==> config.mk <==
export PLATFORM = sky130hd
export DESIGN_NAME = sleep_wake_control
export DESIGN_NICKNAME = d
export VERILOG_FILES = /design/src/shared/sleep_wake_pkg.sv /design/src/sleep_wake_control.sv
export SDC_FILE = /design/constraint.sdc
export NUM_CORES = 1
export LEC_CHECK = 0
export BUFFER_PORTS_ARGS = -buffer_cell sky130_fd_sc_hd__buf_2
export CORE_MARGIN = 2
export CORE_UTILIZATION = 53
export CTS_CLUSTER_SIZE = 20
export DETAILED_ROUTE_END_ITERATION = 16
export PLACE_DENSITY = 0.85
export SYNTH_ARGS = -nofsm -noshare
export SYNTH_HDL_FRONTEND = slang
export SYNTH_SLANG_ARGS = --single-unit
export TNS_END_PERCENT = 30
==> constraint.sdc <==
create_clock -name i_clk -period 3.35 [get_ports i_clk]
set_input_delay 0.5025 -clock i_clk [delete_from_list [all_inputs] [get_ports i_clk]]
set_output_delay 0.5025 -clock i_clk [all_outputs]
set_load 0.01 [all_outputs]
==> src/shared/sleep_wake_pkg.sv <==
// package: register map, field layout and state encoding of the sleep/wake controller
// assumes: one 100 MHz clock, AHB-Lite register access, 32-bit words
package sleep_wake_pkg;

  // ----------------------------------------------------------------------
  // register offsets (byte addresses)
  // ----------------------------------------------------------------------
  localparam logic [11:0] OFF_RISE_EN   = 12'h000;
  localparam logic [11:0] OFF_FALL_EN   = 12'h004;
  localparam logic [11:0] OFF_FLAGS     = 12'h008;
  localparam logic [11:0] OFF_STATUS    = 12'h00C;
  localparam logic [11:0] OFF_IRQ_EN    = 12'h010;
  localparam logic [11:0] OFF_CONTROL   = 12'h014;

  // ----------------------------------------------------------------------
  // field layout
  // ----------------------------------------------------------------------
  localparam int          PIN_COUNT       = 6;
  localparam logic [7:0]  EDGE_RESET      = 8'h00;
  localparam int          ST_POWER_DOWN   = 0;
  localparam int          ST_WDOG_EXPIRY  = 1;
  localparam int          ST_ASLEEP       = 2;
  localparam int          ST_SUMMARY      = 3;
  localparam int          CTL_WDOG_SLEEP  = 0;
  localparam logic [1:0]  STATUS_RESET    = 2'h3;
  localparam logic [7:0]  IRQ_EN_RESET    = 8'h00;
  localparam logic        CTL_RESET       = 1'b0;
  localparam int          WDOG_WIDTH      = 16;
  localparam logic [1:0]  HTRANS_NONSEQ   = 2'h2;
  localparam logic [1:0]  HTRANS_SEQ      = 2'h3;

  // ----------------------------------------------------------------------
  // power states
  // ----------------------------------------------------------------------
  typedef enum logic [1:0] {
    PS_RUN   = 2'b01,
    PS_SLEEP = 2'b10
  } power_state_t;

  // ----------------------------------------------------------------------
  // carriers
  // ----------------------------------------------------------------------
  typedef struct packed {
    logic        sel;
    logic        write;
    logic [11:0] addr;
  } bus_req_t;

  typedef struct packed {
    logic ext_reset_pin;
    logic brownout_reset;
    logic power_on_reset;
    logic watchdog_wake;
  } reset_src_t;

endpackage

==> src/sleep_wake_control.sv <==
// sleep_wake_control: power-down entry, wake, watchdog clear and pin edge detection
// assumes: core pulses i_power_down_exec once per power-down instruction; AHB-Lite slave
//
// Behaviour
// - sleep entered only on execution of the power-down instruction
// - entry clears watchdog counter; keeps counting if enabled for sleep
// - entry clears power-down flag and sets watchdog-expiry flag
// - cpu clock gated off while asleep
// - low-frequency oscillator stays enabled while asleep
// - timer1 keeps running asleep when fed by low_freq_osc or ext pin
// - adc keeps running asleep when its dedicated oscillator is chosen
// - pin drive states held unchanged through sleep
// - non-watchdog reset sources remain active during sleep
// - resets wake by reset; watchdog and interrupts wake by resuming
// - next instruction is prefetched during the power-down instruction
// - interrupt wakes only if individually enabled, regardless of global gate
// - after wake run prefetched instruction, then vector if global gate set
// - watchdog counter cleared on every wake
// - enabled pending interrupt before instruction makes it a no_operation
// - interrupt during instruction: complete it, wake at once, update flags (code: an irq in the exec cycle gives no_operation, flags kept)
// - enabled rising edge sets pin change flag and summary flag
// - enabled falling edge sets pin change flag and summary flag
// - change flags sticky until software write clears; bits 7-6 read zero
//
// The AHB-Lite interface to the registers and the placing of the registers were chosen for this implementation.
module sleep_wake_control #(
  parameter int PINS = sleep_wake_pkg::PIN_COUNT,
  parameter int IRQS = 8
) (
  input  wire logic              i_clk,
  input  wire logic              i_rst_n,
  // ahb-lite slave
  input  wire logic              i_hsel,
  input  wire logic [31:0]       i_haddr,
  input  wire logic [1:0]        i_htrans,
  input  wire logic              i_hwrite,
  input  wire logic [2:0]        i_hsize,
  input  wire logic [31:0]       i_hwdata,
  input  wire logic              i_hready,
  output logic      [31:0]       o_hrdata,
  output logic                   o_hreadyout,
  output logic                   o_hresp,
  // core side
  input  wire logic              i_power_down_exec,
  input  wire logic              i_global_irq_gate,
  input  wire logic [IRQS-1:0]   i_irq_flags,
  input  wire logic              i_timer1_on_slow_clk,
  input  wire logic              i_adc_on_dedicated_osc,
  input  wire logic              i_wdog_enable,
  input  wire logic              i_ext_reset_pin_enable,
  input  wire logic              i_brownout_enable,
  input  wire logic              i_ext_reset_pin_n,
  input  wire logic              i_brownout_reset,
  input  wire logic              i_power_on_reset,
  input  wire logic [PINS-1:0]   i_pins,
  output logic                   o_cpu_clk_en,
  output logic                   o_low_freq_osc_en,
  output logic                   o_timer1_run,
  output logic                   o_adc_run,
  output logic                   o_pin_hold,
  output logic                   o_prefetch_next,
  output logic                   o_resume,
  output logic                   o_vector_irq,
  output logic                   o_device_reset,
  output logic                   o_change_irq_summary,
  output logic [sleep_wake_pkg::WDOG_WIDTH-1:0] o_watchdog_counter
);

  // ----------------------------------------------------------------------
  // state
  // ----------------------------------------------------------------------
  sleep_wake_pkg::power_state_t state;
  sleep_wake_pkg::bus_req_t     req;
  logic [PINS-1:0]              rise_wake_enable;
  logic [PINS-1:0]              fall_wake_enable;
  logic [PINS-1:0]              edge_change_flags;
  logic [IRQS-1:0]              irq_enable;
  logic                         power_down_flag;
  logic                         watchdog_expiry_flag;
  logic                         wdog_sleep_en;
  logic [PINS-1:0]              sync1;
  logic [PINS-1:0]              sync2;
  logic [PINS-1:0]              sync3;
  logic [PINS-1:0]              pin_level;
  logic [PINS-1:0]              rise_hit;
  logic [PINS-1:0]              fall_hit;
  logic [PINS-1:0]              flag_clear;
  logic [PINS-1:0]              next_flags;
  logic                         irq_wake;
  logic                         reset_wake;
  logic                         wdog_wake;
  logic                         enter_sleep;
  logic                         nop_sleep;
  logic                         wake_now;
  logic                         wr_data;
  logic [31:0]                  rd_mux;
  logic                         wdog_clear;

  function automatic logic [31:0] pad(input logic [PINS-1:0] v);
    pad = 32'h0000_0000;
    pad[PINS-1:0] = v;
  endfunction

  // ----------------------------------------------------------------------
  // pin synchroniser and edge detect
  // ----------------------------------------------------------------------
  always_ff @(posedge i_clk) begin
    if (!i_rst_n) begin
      sync1 <= '0;
      sync2 <= '0;
      sync3 <= '0;
    end else begin
      sync1 <= i_pins;
      sync2 <= sync1;
      sync3 <= sync2;
    end
  end

  // a level counts once the second and third stage agree
  always_ff @(posedge i_clk) begin
    if (!i_rst_n) begin
      pin_level <= '0;
    end else begin
      for (int i = 0; i < PINS; i++) begin
        if (sync2[i] == sync3[i]) begin
          pin_level[i] <= sync3[i];
        end
      end
    end
  end

  always_comb begin
    for (int i = 0; i < PINS; i++) begin
      rise_hit[i] = (sync2[i] == sync3[i]) && sync3[i] && !pin_level[i];
      fall_hit[i] = (sync2[i] == sync3[i]) && !sync3[i] && pin_level[i];
    end
  end

  // ----------------------------------------------------------------------
  // ahb-lite slave, zero wait states
  // ----------------------------------------------------------------------
  always_ff @(posedge i_clk) begin
    if (!i_rst_n) begin
      req <= '0;
    end else if (i_hready) begin
      req.sel   <= i_hsel && (i_htrans == sleep_wake_pkg::HTRANS_NONSEQ ||
                              i_htrans == sleep_wake_pkg::HTRANS_SEQ);
      req.write <= i_hwrite;
      req.addr  <= i_haddr[11:0];
    end else begin
      req.sel <= 1'b0;
    end
  end

  assign wr_data     = req.sel && req.write;
  assign o_hreadyout = 1'b1;
  assign o_hresp     = 1'b0;

  always_comb begin
    rd_mux = 32'h0000_0000;
    case (i_haddr[11:0])
      sleep_wake_pkg::OFF_RISE_EN: rd_mux = pad(rise_wake_enable);
      sleep_wake_pkg::OFF_FALL_EN: rd_mux = pad(fall_wake_enable);
      sleep_wake_pkg::OFF_FLAGS:   rd_mux = pad(edge_change_flags);
      sleep_wake_pkg::OFF_STATUS: begin
        rd_mux[sleep_wake_pkg::ST_POWER_DOWN]  = power_down_flag;
        rd_mux[sleep_wake_pkg::ST_WDOG_EXPIRY] = watchdog_expiry_flag;
        rd_mux[sleep_wake_pkg::ST_ASLEEP]      = (state == sleep_wake_pkg::PS_SLEEP);
        rd_mux[sleep_wake_pkg::ST_SUMMARY]     = o_change_irq_summary;
      end
      sleep_wake_pkg::OFF_IRQ_EN:  rd_mux[IRQS-1:0] = irq_enable;
      sleep_wake_pkg::OFF_CONTROL: rd_mux[sleep_wake_pkg::CTL_WDOG_SLEEP] = wdog_sleep_en;
      default:                     rd_mux = 32'h0000_0000;
    endcase
  end

  always_ff @(posedge i_clk) begin
    if (!i_rst_n) begin
      o_hrdata <= 32'h0000_0000;
    end else if (i_hready && i_hsel && i_htrans[1] && !i_hwrite) begin
      // loaded in the address phase, stands through the data phase
      o_hrdata <= rd_mux;
    end else begin
      o_hrdata <= o_hrdata;
    end
  end

  // ----------------------------------------------------------------------
  // software registers
  // ----------------------------------------------------------------------
  always_ff @(posedge i_clk) begin
    if (!i_rst_n) begin
      rise_wake_enable <= sleep_wake_pkg::EDGE_RESET[PINS-1:0];
      fall_wake_enable <= sleep_wake_pkg::EDGE_RESET[PINS-1:0];
      irq_enable       <= sleep_wake_pkg::IRQ_EN_RESET[IRQS-1:0];
      wdog_sleep_en    <= sleep_wake_pkg::CTL_RESET;
    end else if (wr_data) begin
      case (req.addr)
        sleep_wake_pkg::OFF_RISE_EN: rise_wake_enable <= i_hwdata[PINS-1:0];
        sleep_wake_pkg::OFF_FALL_EN: fall_wake_enable <= i_hwdata[PINS-1:0];
        sleep_wake_pkg::OFF_IRQ_EN:  irq_enable <= i_hwdata[IRQS-1:0];
        sleep_wake_pkg::OFF_CONTROL: wdog_sleep_en <= i_hwdata[sleep_wake_pkg::CTL_WDOG_SLEEP];
        default: ;
      endcase
    end
  end

  // write zero to a flag bit to clear it; hardware set wins
  assign flag_clear = (wr_data && req.addr == sleep_wake_pkg::OFF_FLAGS) ?
                      ~i_hwdata[PINS-1:0] : '0;

  always_comb begin
    next_flags = (edge_change_flags & ~flag_clear)
               | (rise_hit & rise_wake_enable)
               | (fall_hit & fall_wake_enable);
  end

  always_ff @(posedge i_clk) begin
    if (!i_rst_n) begin
      edge_change_flags <= sleep_wake_pkg::EDGE_RESET[PINS-1:0];
    end else begin
      edge_change_flags <= next_flags;
    end
  end

  assign o_change_irq_summary = |edge_change_flags;

  // ----------------------------------------------------------------------
  // wake decision and power state
  // ----------------------------------------------------------------------
  // summary flag feeds irq line 0 through its enable
  assign irq_wake = |(irq_enable
                      & (i_irq_flags | {{(IRQS-1){1'b0}}, o_change_irq_summary}));
  assign reset_wake = (i_ext_reset_pin_enable && !i_ext_reset_pin_n)
                    || (i_brownout_enable && i_brownout_reset)
                    || i_power_on_reset;
  assign wdog_wake  = i_wdog_enable && wdog_sleep_en && (state == sleep_wake_pkg::PS_SLEEP)
                    && (&o_watchdog_counter);
  assign nop_sleep   = i_power_down_exec && irq_wake && (state == sleep_wake_pkg::PS_RUN);
  assign enter_sleep = i_power_down_exec && !irq_wake && (state == sleep_wake_pkg::PS_RUN);
  assign wake_now    = (state == sleep_wake_pkg::PS_SLEEP) && (irq_wake || wdog_wake);

  always_ff @(posedge i_clk) begin
    if (!i_rst_n || reset_wake) begin
      state <= sleep_wake_pkg::PS_RUN;
    end else begin
      case (state)
        sleep_wake_pkg::PS_RUN:   if (enter_sleep) state <= sleep_wake_pkg::PS_SLEEP;
        sleep_wake_pkg::PS_SLEEP: if (wake_now) state <= sleep_wake_pkg::PS_RUN;
        default:                  state <= sleep_wake_pkg::PS_RUN;
      endcase
    end
  end

  always_ff @(posedge i_clk) begin
    if (!i_rst_n) begin
      power_down_flag      <= sleep_wake_pkg::STATUS_RESET[sleep_wake_pkg::ST_POWER_DOWN];
      watchdog_expiry_flag <= sleep_wake_pkg::STATUS_RESET[sleep_wake_pkg::ST_WDOG_EXPIRY];
    end else if (enter_sleep) begin
      power_down_flag      <= 1'b0;
      watchdog_expiry_flag <= 1'b1;
    end else if (wdog_wake) begin
      watchdog_expiry_flag <= 1'b0;
    end
  end

  // ----------------------------------------------------------------------
  // watchdog counter
  // ----------------------------------------------------------------------
  assign wdog_clear = enter_sleep || wake_now || reset_wake;

  always_ff @(posedge i_clk) begin
    if (!i_rst_n || wdog_clear) begin
      o_watchdog_counter <= '0;
    end else if (nop_sleep) begin
      o_watchdog_counter <= o_watchdog_counter;
    end else if (i_wdog_enable && (state == sleep_wake_pkg::PS_RUN || wdog_sleep_en)) begin
      o_watchdog_counter <= o_watchdog_counter
                          + {{(sleep_wake_pkg::WDOG_WIDTH-1){1'b0}}, 1'b1};
    end
  end

  // ----------------------------------------------------------------------
  // outputs to core and peripherals
  // ----------------------------------------------------------------------
  always_ff @(posedge i_clk) begin
    if (!i_rst_n) begin
      o_prefetch_next <= 1'b0;
      o_resume        <= 1'b0;
      o_vector_irq    <= 1'b0;
      o_device_reset  <= 1'b0;
    end else begin
      o_prefetch_next <= i_power_down_exec;
      o_resume        <= wake_now;
      o_vector_irq    <= wake_now && irq_wake && i_global_irq_gate;
      o_device_reset  <= reset_wake && (state == sleep_wake_pkg::PS_SLEEP);
    end
  end

  assign o_cpu_clk_en      = (state != sleep_wake_pkg::PS_SLEEP);
  assign o_low_freq_osc_en = 1'b1;
  assign o_timer1_run      = (state == sleep_wake_pkg::PS_RUN) || i_timer1_on_slow_clk;
  assign o_adc_run         = (state == sleep_wake_pkg::PS_RUN) || i_adc_on_dedicated_osc;
  assign o_pin_hold        = (state == sleep_wake_pkg::PS_SLEEP);

  // ----------------------------------------------------------------------
  // checks
  // ----------------------------------------------------------------------
  a_entry_flags: assert property (@(posedge i_clk) disable iff (!i_rst_n)
    enter_sleep && !reset_wake |=> !power_down_flag && watchdog_expiry_flag)
    else $error("entry did not update status flags");
  a_entry_gates: assert property (@(posedge i_clk) disable iff (!i_rst_n)
    enter_sleep && !reset_wake |=> !o_cpu_clk_en && o_pin_hold)
    else $error("cpu clock not gated after entry");
  a_nop_keeps: assert property (@(posedge i_clk) disable iff (!i_rst_n)
    nop_sleep && !reset_wake |=> $stable(power_down_flag) && o_cpu_clk_en)
    else $error("no_operation sleep changed state");
  a_wake_clear: assert property (@(posedge i_clk) disable iff (!i_rst_n)
    wake_now |=> o_watchdog_counter == '0 && o_resume)
    else $error("wake did not clear watchdog");
  a_vector_gate: assert property (@(posedge i_clk) disable iff (!i_rst_n)
    o_vector_irq |-> o_resume && $past(i_global_irq_gate))
    else $error("vector without global gate");
  a_rise_flag: assert property (@(posedge i_clk) disable iff (!i_rst_n)
    (rise_hit & rise_wake_enable) != '0 |=>
    (edge_change_flags & $past(rise_hit & rise_wake_enable)) == $past(rise_hit & rise_wake_enable))
    else $error("rising edge flag missed");
  a_fall_flag: assert property (@(posedge i_clk) disable iff (!i_rst_n)
    (fall_hit & fall_wake_enable) != '0 |=> o_change_irq_summary &&
    (edge_change_flags & $past(fall_hit & fall_wake_enable)) == $past(fall_hit & fall_wake_enable))
    else $error("falling edge flag missed");
  a_osc_run: assert property (@(posedge i_clk) disable iff (!i_rst_n)
    o_pin_hold |-> o_low_freq_osc_en && (o_timer1_run == i_timer1_on_slow_clk))
    else $error("slow oscillator or timer1 stopped");

endmodule // sleep_wake_control

# Word-level counts from Yosys, hierarchy flattened
# Index checks and enable logic that the tools add are counted.
# word_totals
register_bits	97
latchBits	0
ramBits	0
mem_bits_ro	0
inputBits	98
out_inout_bits	60
word_cells	151
mem_count	0
# op_classes
addsub	1
mul	0
div_mod_pow	0
order_cmp	0
eq_ne	22
shifts	0
mux	7
bitwise_logic	11
reduce_logical	84
# ops
op	count
12-bit by 5-bit equality test with 1-bit output (second input constant)	4
1-bit logical AND	44
12-bit by 4-bit equality test with 1-bit output (second input constant)	3
12-bit by 3-bit equality test with 1-bit output (second input constant)	2
12-bit zero test	2
6-bit bitwise AND	3
16-bit by 1-bit adder with 16-bit output (second input constant)	1
1-bit zero test	16
4-bit case mux with 4 select lines	1
16-bit AND reduction	1
3-bit case mux with 5 select lines	1
2-bit AND reduction	7
6-bit NOT	2
6-bit bitwise OR	2
1-bit logical OR	11
8-bit bitwise AND	1
8-bit by 1-bit bitwise OR with 8-bit output	1
8-bit OR reduction	1
1-bit equality test	6
2-bit equality test (second input constant)	3
6-bit 2-to-1 mux	1
1-bit case mux with 6 select lines	1
6-bit OR reduction	1
2-bit 2-to-1 mux	2
6 further kinds	8

# Depth between registers and ports, before layout
# Gate-level depths: netlist of run 1.
# logic_depth
depth_word	10
mapped_depth	7
mapped_depth_nobuf	6

# Least setup slack after synthesis of run 1
# Ideal clock, no wire load.
# synth_path
path_type	flip-flop to flip-flop
startpoint	reg edge_change_flags[0]
endpoint	reg o_watchdog_counter[14] in the netlist's numbering
setup_time_ns	0.081
arrival_time_ns	2.178
t_required_ns	3.269
path_slack_ns	1.091
path_stages_with_launch	6
n_path_buf	0
synth_period_minus_slack_ns	2.259
path_cell_list	dfxtp_1 > or4_4 > o41a_4 > or3_1 > or4_1 > a211oi_2
# synth_via
elab_chain_cells	10
word_cells_on_any_way	16
classes_between	3 x bitwise; 13 x reduce/logical
# synth_rtl
item	line_no	rtl
from (decl)	sleep_wake_control.sv:76	logic [PINS-1:0] edge_change_flags;
from (signal assigned)	sleep_wake_control.sv:220	edge_change_flags <= sleep_wake_pkg::EDGE_RESET[PINS-1:0];
from (signal assigned)	sleep_wake_control.sv:222	edge_change_flags <= next_flags;
6-bit OR reduction *	sleep_wake_control.sv:226	assign o_change_irq_summary = |edge_change_flags;
8-bit by 1-bit bitwise OR with 8-bit output *	sleep_wake_control.sv:233	& (i_irq_flags | {{(IRQS-1){1'b0}}, o_change_irq_summary}));
8-bit bitwise AND *	sleep_wake_control.sv:233	
8-bit OR reduction *	sleep_wake_control.sv:232	assign irq_wake = |(irq_enable
1-bit zero test	sleep_wake_control.sv:240	assign enter_sleep = i_power_down_exec && !irq_wake && (state == sleep_wake_pkg::PS_RUN);
1-bit logical AND (2 in series)	sleep_wake_control.sv:240	
1-bit logical OR (2 in series)	sleep_wake_control.sv:270	assign wdog_clear = enter_sleep || wake_now || reset_wake;
1-bit logical OR	sleep_wake_control.sv:273	if (!i_rst_n || wdog_clear) begin
to (signal assigned)	sleep_wake_control.sv:276	o_watchdog_counter <= o_watchdog_counter;
to (signal assigned)	sleep_wake_control.sv:278	o_watchdog_counter <= o_watchdog_counter
to (decl)	sleep_wake_control.sv:66	output logic [sleep_wake_pkg::WDOG_WIDTH-1:0] o_watchdog_counter
# Mark *: on every way between the ends. The rest lies on a longest branch, timed or not.
# A chain may end at the register's enable or synchronous reset.

# Final worst setup path of run 1
# Ends and elaborated chain as after synthesis.

==> results of run 1 <==
==> power groups by stage <==
stage	Sequential [mW]	Combinational (mW)	Clock, mW
after detailed placement	1.22	0.145	0
after floorplan	1.21	0.112	0
final	1.19	0.147	0.848
after global routing	1.19	0.165	0.897
after global placement	1.22	0.139	0
after CTS	1.19	0.147	0.862
==> metal layers <==
| layer | wire length [microns] | GRT usage | up-vias |
|---|---|---|---|
| met2 | 5040 | 0.394 | 150 |
| met4 | 166 | 0.0785 | 2 |
| met5 | 13 | 0 | - |
| met3 | 740 | 0.0519 | 17 |
| met1 | 4160 | 0.265 | 1736 |
| li1 | - | - | 1744 |
==> stage by stage <==
| step | utilization | worst slack (ps) | power, mW |
|---|---|---|---|
| floorplan | - | 1090 | 1.33 |
| global placement | 0.591 | 874 | 1.36 |
| detailed placement | 0.591 | 823 | 1.36 |
| CTS | 0.619 | 862 | 2.20 |
| global route | 0.619 | 582 | 2.26 |
| finish | 0.619 | 867 | 2.19 |
==> layout make-up <==
type / instances / area (sq um)
multi-input combinational: 332 / 2190
timing repair buffer: 88 / 455
fill: 678 / 3090
tap: 105 / 131
clock buffer: 9 / 124
sequential: 97 / 1940
inverter: 17 / 63.8
clock inverter: 7 / 100
==> synthesized netlist by cell type (2+ instances only) <==
cell        n
a21oi_1    10
a221oi_1    4
a22oi_1     4
a31oi_1     9
and2_1     14
and3_1      6
and4_1      3
buf_1       3
buf_4      27
clkbuf_1   15
conb_1      2
dfxtp_1    97
ha_1       13
inv_1      17
mux2i_1    44
mux4_2      4
nand2_1    18
nand2b_1    2
nand3_1    15
nand4_1     3
nor2_1     63
nor2b_1     2
nor3_1     21
nor4_1     12
nor4b_1     4
o2111ai_1   2
o21ai_0    14
or2_2       3
or3_1       3
or4_1       2
xnor2_1    14
==> cell usage in the layout (no fill, tap or decap), types with 4 or more instances in the layout <==
cell type	count
a31oi_1	9
nand2_1	18
o21ai_0	14
nor2_1	63
a221oi_1	4
nor4_1	12
nor3_1	21
xnor2_1	14
mux4_2	4
buf_4	6
a21oi_1	10
conb_1	27
dfxtp_1	97
clkbuf_8	9
nand3_1	15
ha_1	13
inv_1	17
a22oi_1	4
buf_2	82
and2_1	14
mux2i_1	44
and3_1	6
==> worst max-delay path, stage by stage, from the launching register on <==
cell,delay (ps)
dfxtp_1,330
or4_4,560
o41a_4,460
or3_1,400
or4_1,440
a211oi_2,230
==> state kept, by name (all words and copies together), names as in the netlist, 2 cells and up <==
name                cells
o_watchdog_counter     16
sync3                   6
state                   2
fall_wake_enable        6
irq_enable              8
edge_change_flags       6
sync2                   6
pin_level               6
sync1                   6
rise_wake_enable        6
req                    14
o_hrdata                8
==> how the worst min path moves through the flow <==
stage,slack [ps],endpoint,depth (start not counted),from
floorplan,410,sync2[0]$_SDFF_PN0_,1,sync1[0]$_SDFF_PN0_
global placement,410,sync2[3]$_SDFF_PN0_,1,sync1[3]$_SDFF_PN0_
detailed placement,420,sync2[1]$_SDFF_PN0_,1,sync1[1]$_SDFF_PN0_
CTS,330,sync1[2]$_SDFF_PN0_,2,i_pins[2]
global route,330,sync1[2]$_SDFF_PN0_,2,i_pins[2]
finish,340,sync1[3]$_SDFF_PN0_,2,i_pins[3]
==> cell families (layout without fill, tap and decap cells) <==
family | after synthesis | count (layout) | share of synthesized area
simple gates | 177 | 177 | 0.208
flops | 97 | 97 | 0.444
buf+inv | 63 | 121 | 0.0776
compound gates | 53 | 53 | 0.0819
mux | 48 | 48 | 0.121
xor+xnor | 14 | 14 | 0.0281
fa+ha+maj | 13 | 13 | 0.0372
other cells | 2 | 27 | 0.00172
==> out/qor.yml, run 1 <==
outcome:
  status: "finished, final reports clean"
global_routing:
  grt_first_pass_wirelength_mm: 15.7
  grt-ovfl-total: 0
  first_global_vias: 3365
  grt_usage: 0.223
  grt_max_degree: 26
  antenna_found_initial: 1
cts:
  cts.sinks: 97
  cts_max_path_buffers: 2
  clkTransAtPathRegs_ps: 100
  cts_buffers: 9
  cts_setup_buffers: 0
  htree_levels: 3
  cts_root_buffer: "clkbuf_8"
  cts_tree: "yes"
  cts_resized: 0
  clock_latency_ps: 370
  postCtsHoldBufs: 0
logic_synthesis:
  netlist_area_sq_um: 4370
  synth_edf_count: 0
  syn_inst: 467
  synth_top_cell_by_area: "dfxtp_1"
  async_flop_share: 0
  synthTopCellsByArea: "dfxtp_1, mux2i_1, nor2_1, buf_4, ha_1"
  postSynthAreaPerCell_sq_um: 9.36
  synth_cell_types: 48
  synthFlopType: "dfxtp_1"
  synth_top_area_frac: 0.444
  ys_seq_elements: 97
  yosysSeqAreaShare: 0.444
  yosysWarnings: 0
detailed_routing:
  routedWlPerCell_microns: 15.5
  ant_nets: 0
  vias: 3649
  viasPerCell: 5.57
  drt_wl_total_mm: 10.1
  drt-initial-drc-count: 210
  post-route-drc-count: 0
  firstDrtPassIters: 5
power_and_ir_drop:
  combPwrFrac: 0.067
  p_sw_frac: 0.239
  p_leak_nw: 2.07
  peakVddDrop_uv: 181
  seqPwrFrac: 0.545
  clkPwrFrac: 0.388
  p_int_mw: 1.66
  switchingPower_mw: 0.523
  power_density_nw_per_um2: 437
timing:
  min_period_over_period: 0.741
  setup_tns_ps: 0
  period_needed_ps: 2480
  hold_slack_ps: 339
  tightest_slew_ps: 915
  rsz0062_at_grt: "false"
  drv_slew: 0
  skew_ps: 14.7
  fmax_ghz: 0.403
  max_slew_margin: 0.385
  finalSetupViolCount: 0
  hold_viol: 0
placed_design:
  dpl.cell_count: 639
  gp_congestion: 0.906
  placed_area_sq_um: 4780
  dp_hpwl_mm: 7.16
  io_buffers: 82
cells_and_area:
  final_cells: 655
  drive_gt1_frac: 0.216
  syn2layout_area_growth_pct: 14.5
  fin_area_sq_um: 5010
  final_nets: 656
  diodes: 0
setup_path:
  worstPathRequired_ps: 3640
  r2r_setup_slack_ps: 870
  cp_max_fo: 15
  crit_arrival_ps: 2770
  r2r_start: "edge_change_flags[0]$_SDFF_PN0_"
  r2r.worst_path.cells: 5
  critPathLaunch: "edge_change_flags[0]$_SDFF_PN0_"
  reg2reg_to: "o_watchdog_counter[14]$_SDFFE_PP0P_"
  end_kind: "flop"
  crit_type: "flop to flop"
  worst_setup_path_start_kind: "flop"
  critPathCapture: "o_watchdog_counter[14]$_SDFFE_PP0P_"
floorplan:
  die_h_microns: 94.8
  pin_count: 158
  initial_utilization: 0.540
  core_area_sq_um: 8090
  num_rows: 33
  die_w_microns: 94.8
  die-area_sq_um: 8990
job:
  maxCapViolations: 0
worst_hold_path:
  hp-class: "input pin to flop"
Note: power is estimated with default switching activity, not from simulation.
==> run 2: changes to the inputs <==
--- a/config.mk
+++ b/config.mk
@@ -7,10 +7,10 @@
 export LEC_CHECK = 0
 export BUFFER_PORTS_ARGS = -buffer_cell sky130_fd_sc_hd__buf_2
 export CORE_MARGIN = 2
-export CORE_UTILIZATION = 53
+export CORE_UTILIZATION = 45
 export CTS_CLUSTER_SIZE = 20
 export DETAILED_ROUTE_END_ITERATION = 16
-export PLACE_DENSITY = 0.85
+export PLACE_DENSITY = 0.76
 export SYNTH_ARGS = -nofsm -noshare
 export SYNTH_HDL_FRONTEND = slang
 export SYNTH_SLANG_ARGS = --single-unit
==> constraint.sdc (replaced) <==
create_clock -name i_clk -period 2 [get_ports i_clk]
set_input_delay 0.3 -clock i_clk [delete_from_list [all_inputs] [get_ports i_clk]]
set_output_delay 0.3 -clock i_clk [all_outputs]
set_load 0.01 [all_outputs]
==> out/qor.yml, run 2 (same netlist as run 1, synthesis figures left out) <==
global_routing:
  grt_first_pass_wirelength_mm: 17.5  # +12%
  first_global_vias: 3719  # +11%
  grt_usage: 0.212  # -0.0113
  antenna_found_initial: 0  # -1
  grt_max_degree: 29  # +12%
  grt-ovfl-total: 0  # unchanged
job:
  maxCapViolations: 0  # unchanged
timing:
  tightest_slew_ps: 1040  # +121 ps
  rsz0062_at_grt: "true"
  min_period_over_period: 1.22  # +0.475
  max_slew_margin: 0.309  # -0.0761
  setup_slack_ps: -432  # -1300 ps
  period_needed_ps: 2430  # -50.1 ps
  finalSetupViolCount: 18  # +18
  skew_ps: 11.4  # -3.23 ps
  fmax_ghz: 0.411  # +2.1%
  drv_slew: 0  # unchanged
  hold_viol: 0  # unchanged
  hold_slack_ps: 132  # -207 ps
detailed_routing:
  post-route-drc-count: 0  # unchanged
  drt-initial-drc-count: 305  # +45%
  vias: 3931  # +7.7%
  ant_nets: 0  # unchanged
  routedWlPerCell_microns: 16.6  # +7.6%
  drt_wl_total_mm: 11.9  # +18%
  viasPerCell: 5.48  # -1.6%
  firstDrtPassIters: 5  # unchanged
outcome:
  status: "complete, but fails checks"
  violations: "negative setup slack"
cells_and_area:
  seqCellArea_sq_um: 1940  # about the same
  final_nets: 694  # +5.8%
  drive_gt1_frac: 0.313  # +0.0966
  reg_top3: "o_watchdog_counter: 16 flops, req: 14 flops"
  largest_register: "o_watchdog_counter"
  diodes: 0  # unchanged
  fin_area_sq_um: 5650  # +13%
  multiInputGateArea_sq_um: 2470  # +13%
  final_cell_mix: "dfxtp_1, buf_2, nor2_1, mux2i_1, buf_4"
  mostFrequentLayoutCell: "dfxtp_1"
  nFillCells: 728  # +7.4%
  syn2layout_area_growth_pct: 29.3
  largest_register_ffs: 16  # unchanged
worst_hold_path:
  hp-class: "input pin to flop"
cts:
  clkTransAtPathRegs_ps: 100  # about the same
  clock_latency_ps: 370  # about the same
  postCtsHoldBufs: 0  # unchanged
  htree_levels: 3  # unchanged
  cts.sinks: 97  # unchanged
  cts_root_buffer: "clkbuf_8"
  cts_max_path_buffers: 2  # unchanged
  cts_buffers: 9  # unchanged
  cts_tree: "yes"
placed_design:
  dp_hpwl_mm: 7.64  # +6.7%
  placed_area_sq_um: 5060  # +5.8%
  io_buffers: 82  # unchanged
  gp_congestion: 0.854  # -5.7%
  place_ws_ps: -313  # -1140 ps
power_and_ir_drop:
  p_leak_nw: 2.31  # +12%
  peakVddDrop_uv: 374  # +110%
  power_density_nw_per_um2: 641  # +47%
floorplan:
  num_rows: 35  # +6.1%
  die_w_microns: 103  # +8.2%
  die-area_sq_um: 10500  # +17%
  core_area_sq_um: 9330  # +15%
  die_h_microns: 103  # +8.2%
  initial_utilization: 0.469  # -0.0715
  pin_count: 158  # unchanged
setup_path:
  end_kind: "flop"
  worst_setup_path_start_kind: "flop"
  cp_max_fo: 3  # -12
  crit_type: "flop to flop"
  worstPathRequired_ps: 2290  # -1350 ps
  crit_arrival_ps: 2720  # -50 ps
## run 2: worst max-delay path, cell delays in order, from the launching register on
cell and delay, ps:
dfxtp_2 330, or4_4 560, o41a_4 410, or3_4 400, or4_4 440, a211oi_2 210
## run 2: path summary, 6_finish.rpt
| kind | from | end | slack (ps) | cells past startpoint |
|---|---|---|---|---|
| min reg2reg | sync1[5]$_SDFF_PN0_ | sync2[5]$_SDFF_PN0_ | 440 | 1 |
| max reg2reg | edge_change_flags[0]$_SDFF_PN0_ | o_watchdog_counter[14]$_SDFFE_PP0P_ | -430 | 5 |
| min | i_pins[3] | sync1[3]$_SDFF_PN0_ | 130 | 2 |
| max | edge_change_flags[0]$_SDFF_PN0_ | o_watchdog_counter[14]$_SDFFE_PP0P_ | -430 | 5 |
## run 2: power breakdown
part           switching, mW  total, mW  internal (mW)
combinational          0.164      0.281          0.117
clock                  0.689       1.34          0.654
sequential            0.0274       2.00           1.97
total                  0.881       3.62           2.74
## run 2: layout make-up
type,count,share of cell area
Clock inverter,5,0.0108
Tap cell,129,0.0286
Sequential cell,97,0.344
Timing Repair Buffer,126,0.142
Multi-Input combinational cell,332,0.437
Inverter,17,0.0113
Clock buffer,11,0.0268
## run 2: per-stage QoR
stage          power (mW)  setup TNS [ps]  instances   util
6_report             3.62           -3710        717  0.606
5_1_grt              3.75           -5100        717  0.606
4_1_cts              3.62           -2430        716  0.595
3_5_place_dp         2.30           -1890        694  0.542
3_3_place_gp         2.29           -1020        694  0.542
2_1_floorplan        2.22           -3050        492      -
## run 2: per-layer routing
metal	vias up	share of wire	track usage
met5	-	0	0
met4	0	0.035	0.112
met3	40	0.067	0.0305
met2	195	0.50	0.369
met1	1880	0.39	0.254
li1	1816	-	-
## run 2: timing repair
action | CTS | global route
gates cloned | 1 | 1
pin swaps | 19 | 18
endpoints found under the hold margin | 0 | 0
endpoints found under the setup margin | 17 | 36
resized for setup | 35 | 23
buffers inserted | 5 | 0
